===== config.mk =====
export PLATFORM = sky130hd
export DESIGN_NAME = ivm_vector_map
export DESIGN_NICKNAME = d
export VERILOG_FILES = /design/src/hdl/ivm_prio_enc.v /design/src/hdl/ivm_vector_map.v
export VERILOG_INCLUDE_DIRS = /design/src /design/src/hdl
export SDC_FILE = /design/constraint.sdc
export NUM_CORES = 1
export LEC_CHECK = 0
export BUFFER_PORTS_ARGS = -buffer_cell sky130_fd_sc_hd__buf_2
export CORE_ASPECT_RATIO = 1.1
export CORE_MARGIN = 1
export CORE_UTILIZATION = 48
export DETAILED_ROUTE_END_ITERATION = 16
export GPL_TIMING_DRIVEN = 1
export PLACE_DENSITY = 0.86
export SETUP_SLACK_MARGIN = 0.05
export SYNTH_ARGS = -nofsm -noshare
export SYNTH_HDL_FRONTEND = slang
export SYNTH_HIERARCHICAL = 1
export SYNTH_SLANG_ARGS = --single-unit

===== constraint.sdc =====
create_clock -name CLK_IN -period 3.6 [get_ports CLK_IN]
set_input_delay 0.54 -clock CLK_IN [delete_from_list [all_inputs] [get_ports CLK_IN]]
set_output_delay 0.54 -clock CLK_IN [all_outputs]
set_load 0.01 [all_outputs]

===== src/hdl/ivm_defines.vh =====
`ifndef IVM_DEFINES_VH
`define IVM_DEFINES_VH

// ************************************************************
// widths and counts
// ************************************************************
`define IVM_ADDR_W 16
`define IVM_NUM_SRC 24
`define IVM_IDX_W 5
`define IVM_SRC_MASK_FULL 24'hffffff
`define IVM_SRC_MASK_SMALL 24'h3fffff

// ************************************************************
// reset vector and table layout
// ************************************************************
`define IVM_RESET_ADDR 16'h0000
`define IVM_RESET_NUM 5'h01
`define IVM_FIRST_IRQ_NUM 5'h02
`define IVM_BOOT_RESET_ADDR 16'h3800
`define IVM_FUSE_UNPROGRAMMED 1'b1

// ************************************************************
// interrupt vector table, base addresses
// ************************************************************
`define IVM_VEC_EXT_REQ0 16'h0002
`define IVM_VEC_PIN_CHG_A 16'h0004
`define IVM_VEC_PIN_CHG_B 16'h0006
`define IVM_VEC_TMR2_CMP 16'h0008
`define IVM_VEC_TMR2_OVF 16'h000a
`define IVM_VEC_TMR1_CAPT 16'h000c
`define IVM_VEC_TMR1_CMPA 16'h000e
`define IVM_VEC_TMR1_CMPB 16'h0010
`define IVM_VEC_TMR1_OVF 16'h0012
`define IVM_VEC_TMR0_CMP 16'h0014
`define IVM_VEC_TMR0_OVF 16'h0016
`define IVM_VEC_SPI_DONE 16'h0018
`define IVM_VEC_USART_RX 16'h001a
`define IVM_VEC_USART_TXE 16'h001c
`define IVM_VEC_USART_TX 16'h001e
`define IVM_VEC_SER_START 16'h0020
`define IVM_VEC_SER_OVF 16'h0022
`define IVM_VEC_ANA_CMP 16'h0024
`define IVM_VEC_CONV_DONE 16'h0026
`define IVM_VEC_NV_READY 16'h0028
`define IVM_VEC_PGM_READY 16'h002a
`define IVM_VEC_FRAME_START 16'h002c
`define IVM_VEC_PIN_CHG_C 16'h002e
`define IVM_VEC_PIN_CHG_D 16'h0030

// ************************************************************
// vector table select change sequence
// ************************************************************
`define IVM_CHG_WINDOW 3'h4
`define IVM_CHG_LAST 3'h0
`define IVM_CHG_STEP 3'h1

`endif


===== src/hdl/ivm_prio_enc.v =====
`timescale 1ns/100ps
`default_nettype none

module ivm_prio_enc #(
    parameter WIDTH = 24,
    parameter IDX_W = 5
) (
    input wire [WIDTH-1:0] req_in,
    output wire any_out,
    output reg [IDX_W-1:0] idx_out
);

    // ************************************************************
    // lowest index wins
    // ************************************************************
    wire [WIDTH:0] lower_any;
    wire [WIDTH-1:0] grant;
    integer k;

    assign lower_any[0] = 1'b0;

    genvar i;
    generate
        for (i = 0; i < WIDTH; i = i + 1) begin : g_chain
            assign grant[i] = req_in[i] & ~lower_any[i];
            assign lower_any[i+1] = lower_any[i] | req_in[i];
        end
    endgenerate

    assign any_out = lower_any[WIDTH];

    // grant is one-hot, so or-ing the indices gives the winner
    always @* begin
        idx_out = {IDX_W{1'b0}};
        for (k = 0; k < WIDTH; k = k + 1) begin
            if (grant[k]) begin
                idx_out = idx_out | k[IDX_W-1:0];
            end
        end
    end

endmodule // ivm_prio_enc

`default_nettype wire


===== src/hdl/ivm_vector_map.v =====
// Behaviour
// - all reset causes share vector one
// - programmed fuse starts at boot address
// - fuse one unprogrammed, zero programmed
// - select bit adds boot start to vectors
// - fuse and select bit act independently
// - external and pin change a/b vectors
// - timer 2 overflow, timer 1 capture
// - timer 1 compare a/b and overflow
// - timer 0 compare and overflow
// - serial transfer and usart rx/empty vectors
// - usart tx and serial block vectors
// - comparator, converter, data memory vectors
// - program store and frame start vectors
// - pin change c/d removable by parameter
// - select changes only in timed sequence
// - change enable clears, interrupts blocked
`timescale 1ns/100ps
`default_nettype none
`include "ivm_defines.vh"

module ivm_vector_map #(
    parameter [15:0] BOOT_RESET_ADDR = `IVM_BOOT_RESET_ADDR,
    parameter EXTRA_PIN_CHANGE = 1
) (
    input wire CLK_IN,
    input wire RST_IN,
    input wire BOOT_RESET_FUSE_IN,
    input wire CTRL_WR_IN,
    input wire CTRL_SEL_IN,
    input wire CTRL_CHG_IN,
    input wire INSTR_DONE_IN,
    input wire [`IVM_NUM_SRC-1:0] IRQ_REQ_IN,
    input wire IRQ_ACK_IN,
    output reg [`IVM_ADDR_W-1:0] RESET_VECTOR_OUT,
    output reg VECTOR_TABLE_SELECT_OUT,
    output reg VECTOR_CHANGE_ENABLE_OUT,
    output reg IRQ_BLOCK_OUT,
    output reg IRQ_VALID_OUT,
    output reg [`IVM_ADDR_W-1:0] IRQ_VECTOR_OUT,
    output reg [`IVM_IDX_W-1:0] IRQ_NUM_OUT
);

    // ************************************************************
    // states of the select change sequence
    // ************************************************************
    localparam [1:0] ST_IDLE = 2'h0;
    localparam [1:0] ST_ARMED = 2'h1;
    localparam [1:0] ST_HOLD = 2'h2;

    localparam [`IVM_NUM_SRC-1:0] SRC_MASK =
        (EXTRA_PIN_CHANGE != 0) ? `IVM_SRC_MASK_FULL : `IVM_SRC_MASK_SMALL;

    // ************************************************************
    // decoding
    // ************************************************************
    function [`IVM_ADDR_W-1:0] reset_addr;
        input fuse;
        begin
            if (fuse == `IVM_FUSE_UNPROGRAMMED) begin
                reset_addr = `IVM_RESET_ADDR;
            end else begin
                reset_addr = BOOT_RESET_ADDR;
            end
        end
    endfunction

    function [`IVM_ADDR_W-1:0] vec_base;
        input [`IVM_IDX_W-1:0] idx;
        begin
            case (idx)
                5'h00: vec_base = `IVM_VEC_EXT_REQ0;
                5'h01: vec_base = `IVM_VEC_PIN_CHG_A;
                5'h02: vec_base = `IVM_VEC_PIN_CHG_B;
                5'h03: vec_base = `IVM_VEC_TMR2_CMP;
                5'h04: vec_base = `IVM_VEC_TMR2_OVF;
                5'h05: vec_base = `IVM_VEC_TMR1_CAPT;
                5'h06: vec_base = `IVM_VEC_TMR1_CMPA;
                5'h07: vec_base = `IVM_VEC_TMR1_CMPB;
                5'h08: vec_base = `IVM_VEC_TMR1_OVF;
                5'h09: vec_base = `IVM_VEC_TMR0_CMP;
                5'h0a: vec_base = `IVM_VEC_TMR0_OVF;
                5'h0b: vec_base = `IVM_VEC_SPI_DONE;
                5'h0c: vec_base = `IVM_VEC_USART_RX;
                5'h0d: vec_base = `IVM_VEC_USART_TXE;
                5'h0e: vec_base = `IVM_VEC_USART_TX;
                5'h0f: vec_base = `IVM_VEC_SER_START;
                5'h10: vec_base = `IVM_VEC_SER_OVF;
                5'h11: vec_base = `IVM_VEC_ANA_CMP;
                5'h12: vec_base = `IVM_VEC_CONV_DONE;
                5'h13: vec_base = `IVM_VEC_NV_READY;
                5'h14: vec_base = `IVM_VEC_PGM_READY;
                5'h15: vec_base = `IVM_VEC_FRAME_START;
                5'h16: vec_base = `IVM_VEC_PIN_CHG_C;
                5'h17: vec_base = `IVM_VEC_PIN_CHG_D;
                default: vec_base = `IVM_RESET_ADDR;
            endcase
        end
    endfunction

    // ************************************************************
    // fuse synchroniser
    // ************************************************************
    // not reset: the fuse is static, and holding reset three edges settles it
    reg fuse_meta;
    reg fuse_sync;

    always @(posedge CLK_IN) begin
        fuse_meta <= BOOT_RESET_FUSE_IN;
        fuse_sync <= fuse_meta;
    end

    // every reset cause lands here, the cause itself is not looked at
    always @(posedge CLK_IN) begin
        RESET_VECTOR_OUT <= reset_addr(fuse_sync);
    end

    // ************************************************************
    // select change sequence
    // ************************************************************
    reg [1:0] state;
    reg [2:0] chg_cnt;
    reg [1:0] next_state;
    reg [2:0] next_chg_cnt;
    reg next_sel;

    always @* begin
        next_state = state;
        next_chg_cnt = chg_cnt;
        next_sel = VECTOR_TABLE_SELECT_OUT;
        case (state)
            ST_IDLE: begin
                if (CTRL_WR_IN && CTRL_CHG_IN) begin
                    next_state = ST_ARMED;
                    next_chg_cnt = `IVM_CHG_WINDOW - `IVM_CHG_STEP;
                end
            end
            ST_ARMED: begin
                if (CTRL_WR_IN && CTRL_CHG_IN) begin
                    // a second arm restarts the window
                    next_chg_cnt = `IVM_CHG_WINDOW - `IVM_CHG_STEP;
                end else if (CTRL_WR_IN) begin
                    next_sel = CTRL_SEL_IN;
                    next_state = ST_HOLD;
                end else if (chg_cnt == `IVM_CHG_LAST) begin
                    next_state = ST_IDLE;
                end else begin
                    next_chg_cnt = chg_cnt - `IVM_CHG_STEP;
                end
            end
            ST_HOLD: begin
                if (CTRL_WR_IN && CTRL_CHG_IN) begin
                    next_state = ST_ARMED;
                    next_chg_cnt = `IVM_CHG_WINDOW - `IVM_CHG_STEP;
                end else if (INSTR_DONE_IN) begin
                    // the instruction after the select write has finished
                    next_state = ST_IDLE;
                end
            end
            default: begin
                next_state = ST_IDLE;
            end
        endcase
    end

    // a write outside the armed window leaves the select untouched
    always @(posedge CLK_IN) begin
        if (RST_IN) begin
            state <= ST_IDLE;
            chg_cnt <= 3'h0;
            VECTOR_TABLE_SELECT_OUT <= 1'b0;
            VECTOR_CHANGE_ENABLE_OUT <= 1'b0;
            IRQ_BLOCK_OUT <= 1'b0;
        end else begin
            state <= next_state;
            chg_cnt <= next_chg_cnt;
            VECTOR_TABLE_SELECT_OUT <= next_sel;
            VECTOR_CHANGE_ENABLE_OUT <= (next_state == ST_ARMED);
            IRQ_BLOCK_OUT <= (next_state != ST_IDLE);
        end
    end

    // ************************************************************
    // dispatch
    // ************************************************************
    wire [`IVM_NUM_SRC-1:0] req_live;
    wire req_any;
    wire [`IVM_IDX_W-1:0] req_idx;
    wire [`IVM_ADDR_W-1:0] base_addr;
    wire [`IVM_ADDR_W-1:0] moved_addr;

    assign req_live = IRQ_REQ_IN & SRC_MASK;

    ivm_prio_enc #(
        .WIDTH(`IVM_NUM_SRC),
        .IDX_W(`IVM_IDX_W)
    ) u_prio (
        .req_in(req_live),
        .any_out(req_any),
        .idx_out(req_idx)
    );

    assign base_addr = vec_base(req_idx);
    assign moved_addr = base_addr + BOOT_RESET_ADDR;

    // the cycle after an acknowledge shows nothing, giving the source time to drop
    always @(posedge CLK_IN) begin
        if (RST_IN) begin
            IRQ_VALID_OUT <= 1'b0;
            IRQ_VECTOR_OUT <= `IVM_RESET_ADDR;
            IRQ_NUM_OUT <= `IVM_RESET_NUM;
        end else begin
            IRQ_VALID_OUT <= req_any && (next_state == ST_IDLE) && !IRQ_ACK_IN;
            IRQ_NUM_OUT <= req_idx + `IVM_FIRST_IRQ_NUM;
            if (next_sel) begin
                IRQ_VECTOR_OUT <= moved_addr;
            end else begin
                IRQ_VECTOR_OUT <= base_addr;
            end
        end
    end

endmodule // ivm_vector_map

`default_nettype wire


Yosys cells after proc, flatten, opt, wreduce, memory -nomap -nowiden --
Memories as Yosys holds them, arrays and structs flattened. Index checks and enable logic that the tools add are counted.
Cells by class: $add $sub $neg 3, equality and inequality tests 6, muxes and demuxes 40, bitwise gates (word level) 69, reduce and logical (&&, ||, !) cells 11
Operators with widths (number):
- 5-bit two-way mux | 8
- 4-bit two-way mux | 8
- 3-bit two-way mux | 8
- 1-bit bitwise AND | 23
- 1-bit inverter | 23
- 1-bit bitwise OR | 23
- 16-bit by 14-bit adder with 16-bit output, second input constant | 1
- 16-bit two-way mux | 1
- 2-bit two-way mux | 8
- 14-bit two-way mux | 1
- 3-bit != test, second input constant | 2
- 2-bit case mux with 3 select lines | 1
- 3-bit case mux with 2 select lines | 1
- 5-bit by 2-bit adder with 5-bit output, second input constant | 1
- 2-bit by 1-bit equality test with 1-bit output, second input constant | 2
- 2-bit zero test | 2
- 1-bit two-way mux | 4
- 4-bit AND reduction | 1
- 2-bit nonzero test | 2
- 1-bit logical AND | 3
- 3-bit zero test | 1
- 3-bit by 1-bit subtractor with 3-bit output, second input constant | 1
- 2-bit equality test, second input constant | 1
- 2-bit by 1-bit != test with 1-bit output, second input constant | 1
- other kinds (2) | 2
Word-level totals: register bits 48, ROM bits 160, bits of input ports 32, output and inout port bits 41, word-level logic and storage cells 141, memories kept 1
Memory list:
- (name not given) | words 32, bits a word 5, read ports 1, clocked after memory_dff 0, write ports 0, RTL line ivm_vector_map.v:71 | case (idx)

Longest topological paths before layout --
Gate-level depths: netlist of run 1. An unclocked memory read counts as a cell.
depth in word-level cells 28, gate-level depth with buffers 9, gate-level depth less buffers 9

Modules after synthesis --
The synthesis of run 1 kept the hierarchy.
Modules (own cells, without submodules):
- ivm_vector_map | instances 1, cells each 110, area each 1062.3 µm², sequential area each 460.4 µm²
- ivm_prio_enc | instances 1, cells each 48, area each 301.5 µm², sequential area each 0.0 µm²

Least setup slack after synthesis of run 1 --
Ideal clock, no wire load.
path kind input -> register, start point input IRQ_REQ_IN[1], end point register IRQ_VECTOR_OUT[4], data arrival time 2.170 ns, required time 3.472 ns, slack 1.302 ns, cell stages on the path 8, path through or4_4 nor4_4 nand3b_1 o211ai_1 ha_1 a21oi_1 a21oi_1 nor2_1
Between the ends: cells in the longest elaborated chain, start to end 28, elaborated cells on any way between the ends 93, classes of those cells add/sub (1); mux (24); bitwise (67); memory (1)
RTL lines:
- from (decl) | RTL line ivm_vector_map.v:33 | input wire [`IVM_NUM_SRC-1:0] IRQ_REQ_IN,
- 1-bit bitwise OR (*) | RTL line ivm_prio_enc.v:26 | assign lower_any[i+1] = lower_any[i] | req_in[i];
- 1-bit inverter / 1-bit bitwise OR (equally long branches) | RTL line ivm_prio_enc.v:25, ivm_prio_enc.v:26
- 1-bit bitwise AND (tied with other cells) | RTL line ivm_prio_enc.v:25 | assign grant[i] = req_in[i] & ~lower_any[i];
- 2-bit two-way mux (tied with other cells) | RTL line ivm_prio_enc.v:36 | if (grant[k]) begin
- 2-bit two-way mux / 1-bit bitwise OR (equally long branches) | RTL line ivm_prio_enc.v:36, ivm_prio_enc.v:26
- 3-bit two-way mux (tied with other cells) (3 in a row) | RTL line ivm_prio_enc.v:36
- 3-bit two-way mux / 1-bit bitwise OR (equally long branches) | RTL line ivm_prio_enc.v:36, ivm_prio_enc.v:26
- 4-bit two-way mux (tied with other cells) (3 in a row) | RTL line ivm_prio_enc.v:36
- [... 8 more ...]
- 5-bit two-way mux / 1-bit bitwise OR (equally long branches) | RTL line ivm_prio_enc.v:36, ivm_prio_enc.v:26
- 5-bit two-way mux (tied with other cells) (2 in a row) | RTL line ivm_prio_enc.v:36
- 5-bit two-way mux / 1-bit bitwise AND (equally long branches) | RTL line ivm_prio_enc.v:36, ivm_prio_enc.v:25
- 5-bit two-way mux (*) | RTL line ivm_prio_enc.v:36
- via req_idx[1] | RTL line ivm_vector_map.v:188 | wire [`IVM_IDX_W-1:0] req_idx;
- memory 32 x 5 bit (*)
- 16-bit by 14-bit adder with 16-bit output | RTL line ivm_vector_map.v:204 | assign moved_addr = base_addr + BOOT_RESET_ADDR;
- 16-bit two-way mux (*) | RTL line ivm_vector_map.v:215 | if (next_sel) begin
- to (signal assigned) | RTL line ivm_vector_map.v:210 | IRQ_VECTOR_OUT <= `IVM_RESET_ADDR;
- to (signal assigned) | RTL line ivm_vector_map.v:216 | IRQ_VECTOR_OUT <= moved_addr;
- to (signal assigned) | RTL line ivm_vector_map.v:218 | IRQ_VECTOR_OUT <= base_addr;
- to (decl) | RTL line ivm_vector_map.v:40 | output reg [`IVM_ADDR_W-1:0] IRQ_VECTOR_OUT,
Mark *: on every way through the listed nets, which the timed path passes. The rest lies on a longest branch. A chain may end at the register's enable or synchronous reset.

Final worst setup path of run 1 --
start point input IRQ_REQ_IN[1], end point register IRQ_VECTOR_OUT[5]
Same word-level chain as after synthesis.

==> results of run 1 <==
## worst paths after layout
check / start / endpoint / slack (ns) / cells past startpoint
worst min register to register: fuse_meta / fuse_sync / 0.34 / 0
worst max-delay path: IRQ_REQ_IN[1] / IRQ_VECTOR_OUT[5] / 1.33 / 10
worst max register to register: chg_cnt[0] / chg_cnt[1] / 2.14 / 6
worst min-delay path: BOOT_RESET_FUSE_IN / fuse_meta / 0.33 / 1
## layout make-up
class	instances	area, µm²	share of cell area (%)
multi-input combinational	118	746	47.8
sequential	23	460	29.5
timing repair buffer	51	255	16.3
tap	31	38.8	2.48
inverter	9	33.8	2.16
clock buffer	3	22.5	1.44
clock inverter	1	5.00	0.321
## state kept, by name, summed over array words and instances, names as in the netlist
| name | cells |
|---|---|
| fuse_meta | 1 |
| RESET_VECTOR_OUT | 1 |
| VECTOR_TABLE_SELECT_OUT | 1 |
| IRQ_VALID_OUT | 1 |
| fuse_sync | 1 |
| chg_cnt | 3 |
| IRQ_BLOCK_OUT | 1 |
| VECTOR_CHANGE_ENABLE_OUT | 1 |
| IRQ_NUM_OUT | 5 |
| IRQ_VECTOR_OUT | 6 |
| state | 2 |
## cells by family after synthesis
group / Yosys count
flops: 23
mux: 3
compound gates: 30
buf+inv: 37
other cells: 1
xor+xnor: 2
simple gates: 57
fa+ha+maj: 5
## metal layers
layer,track usage [%],vias to the layer above
met3,2.10,2
li1,-,598
met2,32.4,48
met4,4.89,0
met1,18.5,510
met5,0,-
## through the flow
step,hold slack [ns],instances,cell area [µm²],worst slack (ns)
floorplan,0.310,178,1440,1.30
global placement,0.311,232,1530,1.11
detailed placement,0.314,232,1530,1.01
CTS,0.324,236,1560,1.32
global route,0.309,236,1560,1.19
finish,0.326,236,1560,1.33
## cell usage in the layout (no fill, tap or decap), drive strengths merged, types with 4 or more instances in the layout
master and instances:
ha 5, conb 21, a21oi 10, nand3 4
nand2 4, buf 51, dfxtp 23, nor2 26
inv 9, or4 5
## report_power, final
group          total [µW]  switching (µW)  leakage, µW  internal [µW]
sequential            267            3.13     0.000189            264
combinational        89.4            52.8     0.000554           36.6
clock                 114            72.3    0.0000177           41.4
## worst max-delay path: cells and delay by family
kind            cells  cell delay, ns
fa+ha+maj           1            0.24
simple gates        6            1.33
compound gates      1            0.23
buf+inv             1            0.11
mux                 1            0.07
==> results.sh, run 1 <==
export IMPL_synth_flop_cell="dfxtp_1"
export IMPL_power_density_nw_per_um2=301
export IMPL_clk_pin_slew_ns=0.12
export IMPL_drt_first_iter_violations=18
export IMPL_setup_viol=0
export IMPL_portBuffers=51
export IMPL_gp_congestion=0.772
export IMPL_die_h_um=57.9
export IMPL_synth_cells=158
export IMPL_drt_wl_total_mm=2.48
export IMPL_max_stage_delay_ns=0.56
export IMPL_min_period_ns=2.27
export IMPL_dp_hpwl_mm=2.07
export IMPL_p_leak_uw=0.000761
export IMPL_rows=19
export IMPL_cts_sinks=23
export IMPL_detail_route_antenna_nets=0
export IMPL_hold_viol_final=0
export IMPL_drc=0
export IMPL_irDropWorstVdd_mv=0.198
export IMPL_wl_met3_um=159
export IMPL_holdBufCountCts=0
export IMPL_ys_seq_area_share_pct=33.8
export IMPL_cts_resized=0
export IMPL_cap_violations=0
export IMPL_ys_types=46
export IMPL_min_path_type="input port to flop"
export IMPL_synthMuxAreaShare_pct=2.20
export IMPL_root_buffer="clkbuf_4"
export IMPL_n_fill_cell=250
export IMPL_syn_area_per_cell_um2=8.63
export IMPL_fin_util_pct=60.3
export IMPL_yosysTopAreaCell="dfxtp_1"
export IMPL_worstPathRequired_ns=3.85
export IMPL_fmax_ghz=0.441
export IMPL_post_cts_setup_buffer_count=0
export IMPL_worstSetupPathType="input port to flop"
export IMPL_antenna_cells=0
export IMPL_start_util_pct=52.6
export IMPL_die_w_um=52.8
export IMPL_fin_tns_setup_ns=0
export IMPL_start_kind="input port"
export IMPL_wl_met2_mm=1.28
export IMPL_antenna_found_initial=0
export IMPL_ys_ff_latch=23
export IMPL_netlist_area_um2=1360
export IMPL_grt_max_degree=19
export IMPL_synthToLayoutAreaGrowth_pct=14.5
export IMPL_grt_use_total_pct=16.8
export IMPL_ys_warn_count=6
export IMPL_layout_nets=243
export IMPL_crit_top_cell="nor2_1"
export IMPL_dieArea_um2=3060
export IMPL_grt_pass1_wl_mm=3.97
export IMPL_synthAdderAreaFrac_pct=4.59
export IMPL_cts_tree="built"
export IMPL_vias=1158
export IMPL_first_pass_iters=4
export IMPL_rsz0062_at_grt="no"
export IMPL_clock_path_buffers=2
export IMPL_status="completed"
export IMPL_io_pins=73
export IMPL_vias_per_cell=4.91
export IMPL_crit_chain="buf_2 -> or4_4 -> nor4_4 -> nand3b_1 -> o211ai_1 -> ha_1 -> nand2_1 -> nor2_1 -> mux2i_1 -> nor2_1"
export IMPL_slew_violations=0
export IMPL_yosys_top_cells_area="dfxtp_1, buf_4, nor2_1, ha_1, a21oi_1"
export IMPL_path_max_fanout=5
export IMPL_skew_ns=0.00425
export IMPL_wl_per_cell_um=10.5
export IMPL_ys_top_cells_by_count="nor2_1, buf_4, dfxtp_1"
export IMPL_slowest_stage="or4_4"
export IMPL_cts_max_level=1
export IMPL_endpoint_kind="flop"
export IMPL_crit_arrival_ns=2.52
export IMPL_synth_most_common_cell="nor2_1"
export IMPL_synth_top_family_by_area="simple AND/OR/NAND/NOR gates"
export IMPL_met1Wirelength_mm=1.03
export IMPL_clock_latency_ns=0.30
export IMPL_synth_edff_count=0
export IMPL_yosys_area_share_simple_pct=25.4
export IMPL_synth_xor_area_share_pct=1.28
export IMPL_overflow=0
export IMPL_grt_pass1_vias=1028
export IMPL_synth_compound_area_share_pct=15.4
export IMPL_numCtsBuffers=3
export IMPL_top_layer="met4"
export IMPL_power_uw=470
export IMPL_netlist_area_leader_share_pct=33.8
export IMPL_layout_drive_gt1_share_pct=32.2
export IMPL_core_area_um2=2590
export IMPL_period_share_pct=63.0
export IMPL_async_reset_ff_share_pct=0
Power figures use the tool's default switching activity.
==> inputs of run 2 (changes only) <==
ABC_AREA = 1   (was default)
CORE_UTILIZATION = 42   (was 48)
PLACE_DENSITY = 0.77   (was 0.86)
clock period = 1.9 ns   (was 3.6 ns; I/O delays follow)
==> results.sh, run 2 <==
export IMPL_status="completed"
export IMPL_clock_path_buffers=2
export IMPL_post_dp_cell_area_um2=1890
export IMPL_finalWorstSetupSlack_ns=0.202
export IMPL_clkPwrFrac_pct=28.4
export IMPL_vias_per_cell=4.35
export IMPL_worstSetupPathType="input port to flop"
export IMPL_crit_arrival_ns=1.90
export IMPL_slowest_stage="nor3_4"
export IMPL_top_regs="IRQ_VECTOR_OUT (6), IRQ_NUM_OUT (5), chg_cnt (3)"
export IMPL_path_buf_inv=2
export IMPL_finalNonFillerCells=329
export IMPL_synthMuxAreaShare_pct=0
export IMPL_die_w_um=60.9
export IMPL_slew_violations=0
export IMPL_synth_compound_area_share_pct=7.04
export IMPL_endpoint_kind="flop"
export IMPL_min_to="fuse_meta"
export IMPL_hold_viol_final=0
export IMPL_top_register="IRQ_VECTOR_OUT"
export IMPL_cts_max_level=1
export IMPL_internal_power_uw=741
export IMPL_rsz0062_at_grt="yes"
export IMPL_die_h_um=66.7
export IMPL_dieArea_um2=4060
export IMPL_ys_warn_count=6
export IMPL_dp_hpwl_mm=2.55
export IMPL_start_util_pct=43.8
export IMPL_numCtsBuffers=3
export IMPL_ys_top_cells_by_count="nor2_1, inv_1, nand2_1"
export IMPL_yosysTopAreaCell="dfxtp_1"
export IMPL_rows=23
export IMPL_async_reset_ff_share_pct=0
export IMPL_clock_latency_ns=0.26
export IMPL_cap_violations=0
export IMPL_crit_chain="buf_2 -> nor2_2 -> nand3_2 -> nor2_8 -> nand3_4 -> nor3_4 -> nand4_2 -> nand3_2 -> ha_1 -> nand2_1 -> inv_1 -> nand3_1 -> a21oi_1"
export IMPL_antenna_found_initial=0
export IMPL_drc=0
export IMPL_detail_route_antenna_nets=0
export IMPL_grt_use_total_pct=16.1
export IMPL_antenna_cells=0
export IMPL_wl_per_cell_um=8.95
export IMPL_synth_flop_cell="dfxtp_1"
export IMPL_overflow=0
export IMPL_p_leak_uw=0.00110
export IMPL_max_stage_delay_ns=0.18
export IMPL_path_max_fanout=5
export IMPL_core_area_um2=3650
export IMPL_power_density_nw_per_um2=534
export IMPL_reg2reg_to="chg_cnt[1]"
export IMPL_fmax_ghz=0.589
export IMPL_final_common_cell="buf_2"
export IMPL_io_pins=73
export IMPL_root_buffer="clkbuf_8"
export IMPL_yosys_area_share_simple_pct=38.8
export IMPL_ff2ff_path_depth=7
export IMPL_synth_most_common_cell="nor2_1"
export IMPL_pre_cts_ws_ns=-0.117
export IMPL_ys_types=33
export IMPL_setup_viol=0
export IMPL_vias=1430
export IMPL_min_path_cells=1
export IMPL_netlist_area_um2=1600
export IMPL_r2r_start="chg_cnt[0]"
export IMPL_syn_area_per_cell_um2=7.34
export IMPL_drt_wl_total_mm=2.95
export IMPL_seq_power_share_pct=49.3
export IMPL_p_sw_share_pct=28.8
export IMPL_irDropWorstVdd_mv=0.277
export IMPL_yosys_top_cells_area="dfxtp_1, buf_4, nor2_1, inv_1, nand2_1"
export IMPL_reg2reg_slack_ns=0.77
export IMPL_clk_pin_slew_ns=0.08
export IMPL_synth_top_family_by_area="simple AND/OR/NAND/NOR gates"
export IMPL_dp_cells=325
export IMPL_grt_pass1_vias=1340
export IMPL_min_path_type="input port to flop"
export IMPL_largest_reg_flops=6
export IMPL_synth_cells=218
export IMPL_ys_seq_area_share_pct=28.8
export IMPL_start_kind="input port"
export IMPL_final_area_um2=1950
export IMPL_crit_top_cell="nand3_2"
export IMPL_layout_nets=317
export IMPL_netlist_area_leader_share_pct=28.8
export IMPL_post_cts_setup_buffer_count=0
export IMPL_synthAdderAreaFrac_pct=3.91
export IMPL_first_pass_iters=4
export IMPL_period_share_pct=89.3
export IMPL_gp_congestion=0.826
export IMPL_min_period_ns=1.70
export IMPL_pwr_share_comb_pct=22.3
export IMPL_crit_family="simple AND/OR/NAND/NOR gates"
export IMPL_whs_ns=0.114
export IMPL_portBuffers=51
export IMPL_drt_first_iter_violations=74
export IMPL_ys_ff_latch=23
export IMPL_synth_edff_count=0
export IMPL_grt_max_degree=15
export IMPL_cts_resized=0
export IMPL_holdBufCountCts=0
export IMPL_synth_xor_area_share_pct=1.09
export IMPL_synthToLayoutAreaGrowth_pct=21.8
export IMPL_layout_drive_gt1_share_pct=36.9
export IMPL_cp_depth=13
export IMPL_p_sw_uw=300
export IMPL_cts_tree="built"
export IMPL_skew_ns=0.00381
export IMPL_layout_common_cells="buf_2, nor2_1, inv_1"
export IMPL_worstPathRequired_ns=2.10
export IMPL_cts_sinks=23
export IMPL_hp_start="BOOT_RESET_FUSE_IN"
export IMPL_grt_pass1_wl_mm=4.91
run 2: routing by layer:
| layer | global-route usage, % | vias up | wire length [µm] |
|---|---|---|---|
| li1 | - | 763 | - |
| met1 | 15.3 | 613 | 1210 |
| met2 | 33.0 | 49 | 1560 |
| met3 | 1.75 | 5 | 123 |
| met4 | 6.82 | 0 | 57 |
| met5 | 0 | - | 0 |
run 2: cells by family after synthesis:
family	count (synthesis)
flops	23
buf+inv	60
fa+ha+maj	5
xor+xnor	2
other cells	1
simple gates	108
compound gates	19
run 2: cell type report:
| cell class | count | area [µm²] |
|---|---|---|
| fillers | 380 | 1710 |
| inverters | 34 | 130 |
| repair buffers | 63 | 345 |
| well taps | 50 | 62.6 |
| multi-input cells | 155 | 905 |
| clock buffers | 3 | 41.3 |
| clock inverters | 1 | 5.00 |
| flip-flops and latches | 23 | 460 |
run 2: power by group through the flow:
stage / registers [µW] / logic, µW / clock network, µW
floorplan: 532 / 164 / 0
global placement: 524 / 227 / 0
detailed placement: 525 / 231 / 0
CTS: 513 / 232 / 306
global route: 517 / 264 / 328
finish: 513 / 232 / 296
run 2: worst max-delay path by stage:
stage	startpoint	endpoint	slack, ns
floorplan	IRQ_REQ_IN[8]	IRQ_VECTOR_OUT[5]	0.16
global placement	IRQ_REQ_IN[6]	IRQ_VECTOR_OUT[5]	0.0003
detailed placement	IRQ_REQ_IN[6]	IRQ_VECTOR_OUT[5]	-0.12
CTS	IRQ_REQ_IN[6]	IRQ_VECTOR_OUT[5]	0.17
global route	IRQ_REQ_IN[8]	IRQ_VECTOR_OUT[5]	0.04
finish	IRQ_REQ_IN[8]	IRQ_VECTOR_OUT[5]	0.20
run 2: worst reg2reg max path, delay by kind of cell, from the launching register on:
family / cells / cell delay, ns
fa+ha+maj: 1 / 0.20
flops: 1 / 0.35
buf+inv: 1 / 0.07
compound gates: 1 / 0.10
simple gates: 4 / 0.35
run 2: metrics by stage:
| stage | utilization [%] | TNS, ns | power [µW] |
|---|---|---|---|
| finish | 53.3 | 0 | 1040 |
| floorplan | - | 0 | 696 |
| CTS | 53.0 | 0 | 1050 |
| detailed placement | 51.7 | -0.338 | 756 |
| global placement | 51.7 | 0 | 751 |
| global route | 53.3 | 0 | 1110 |
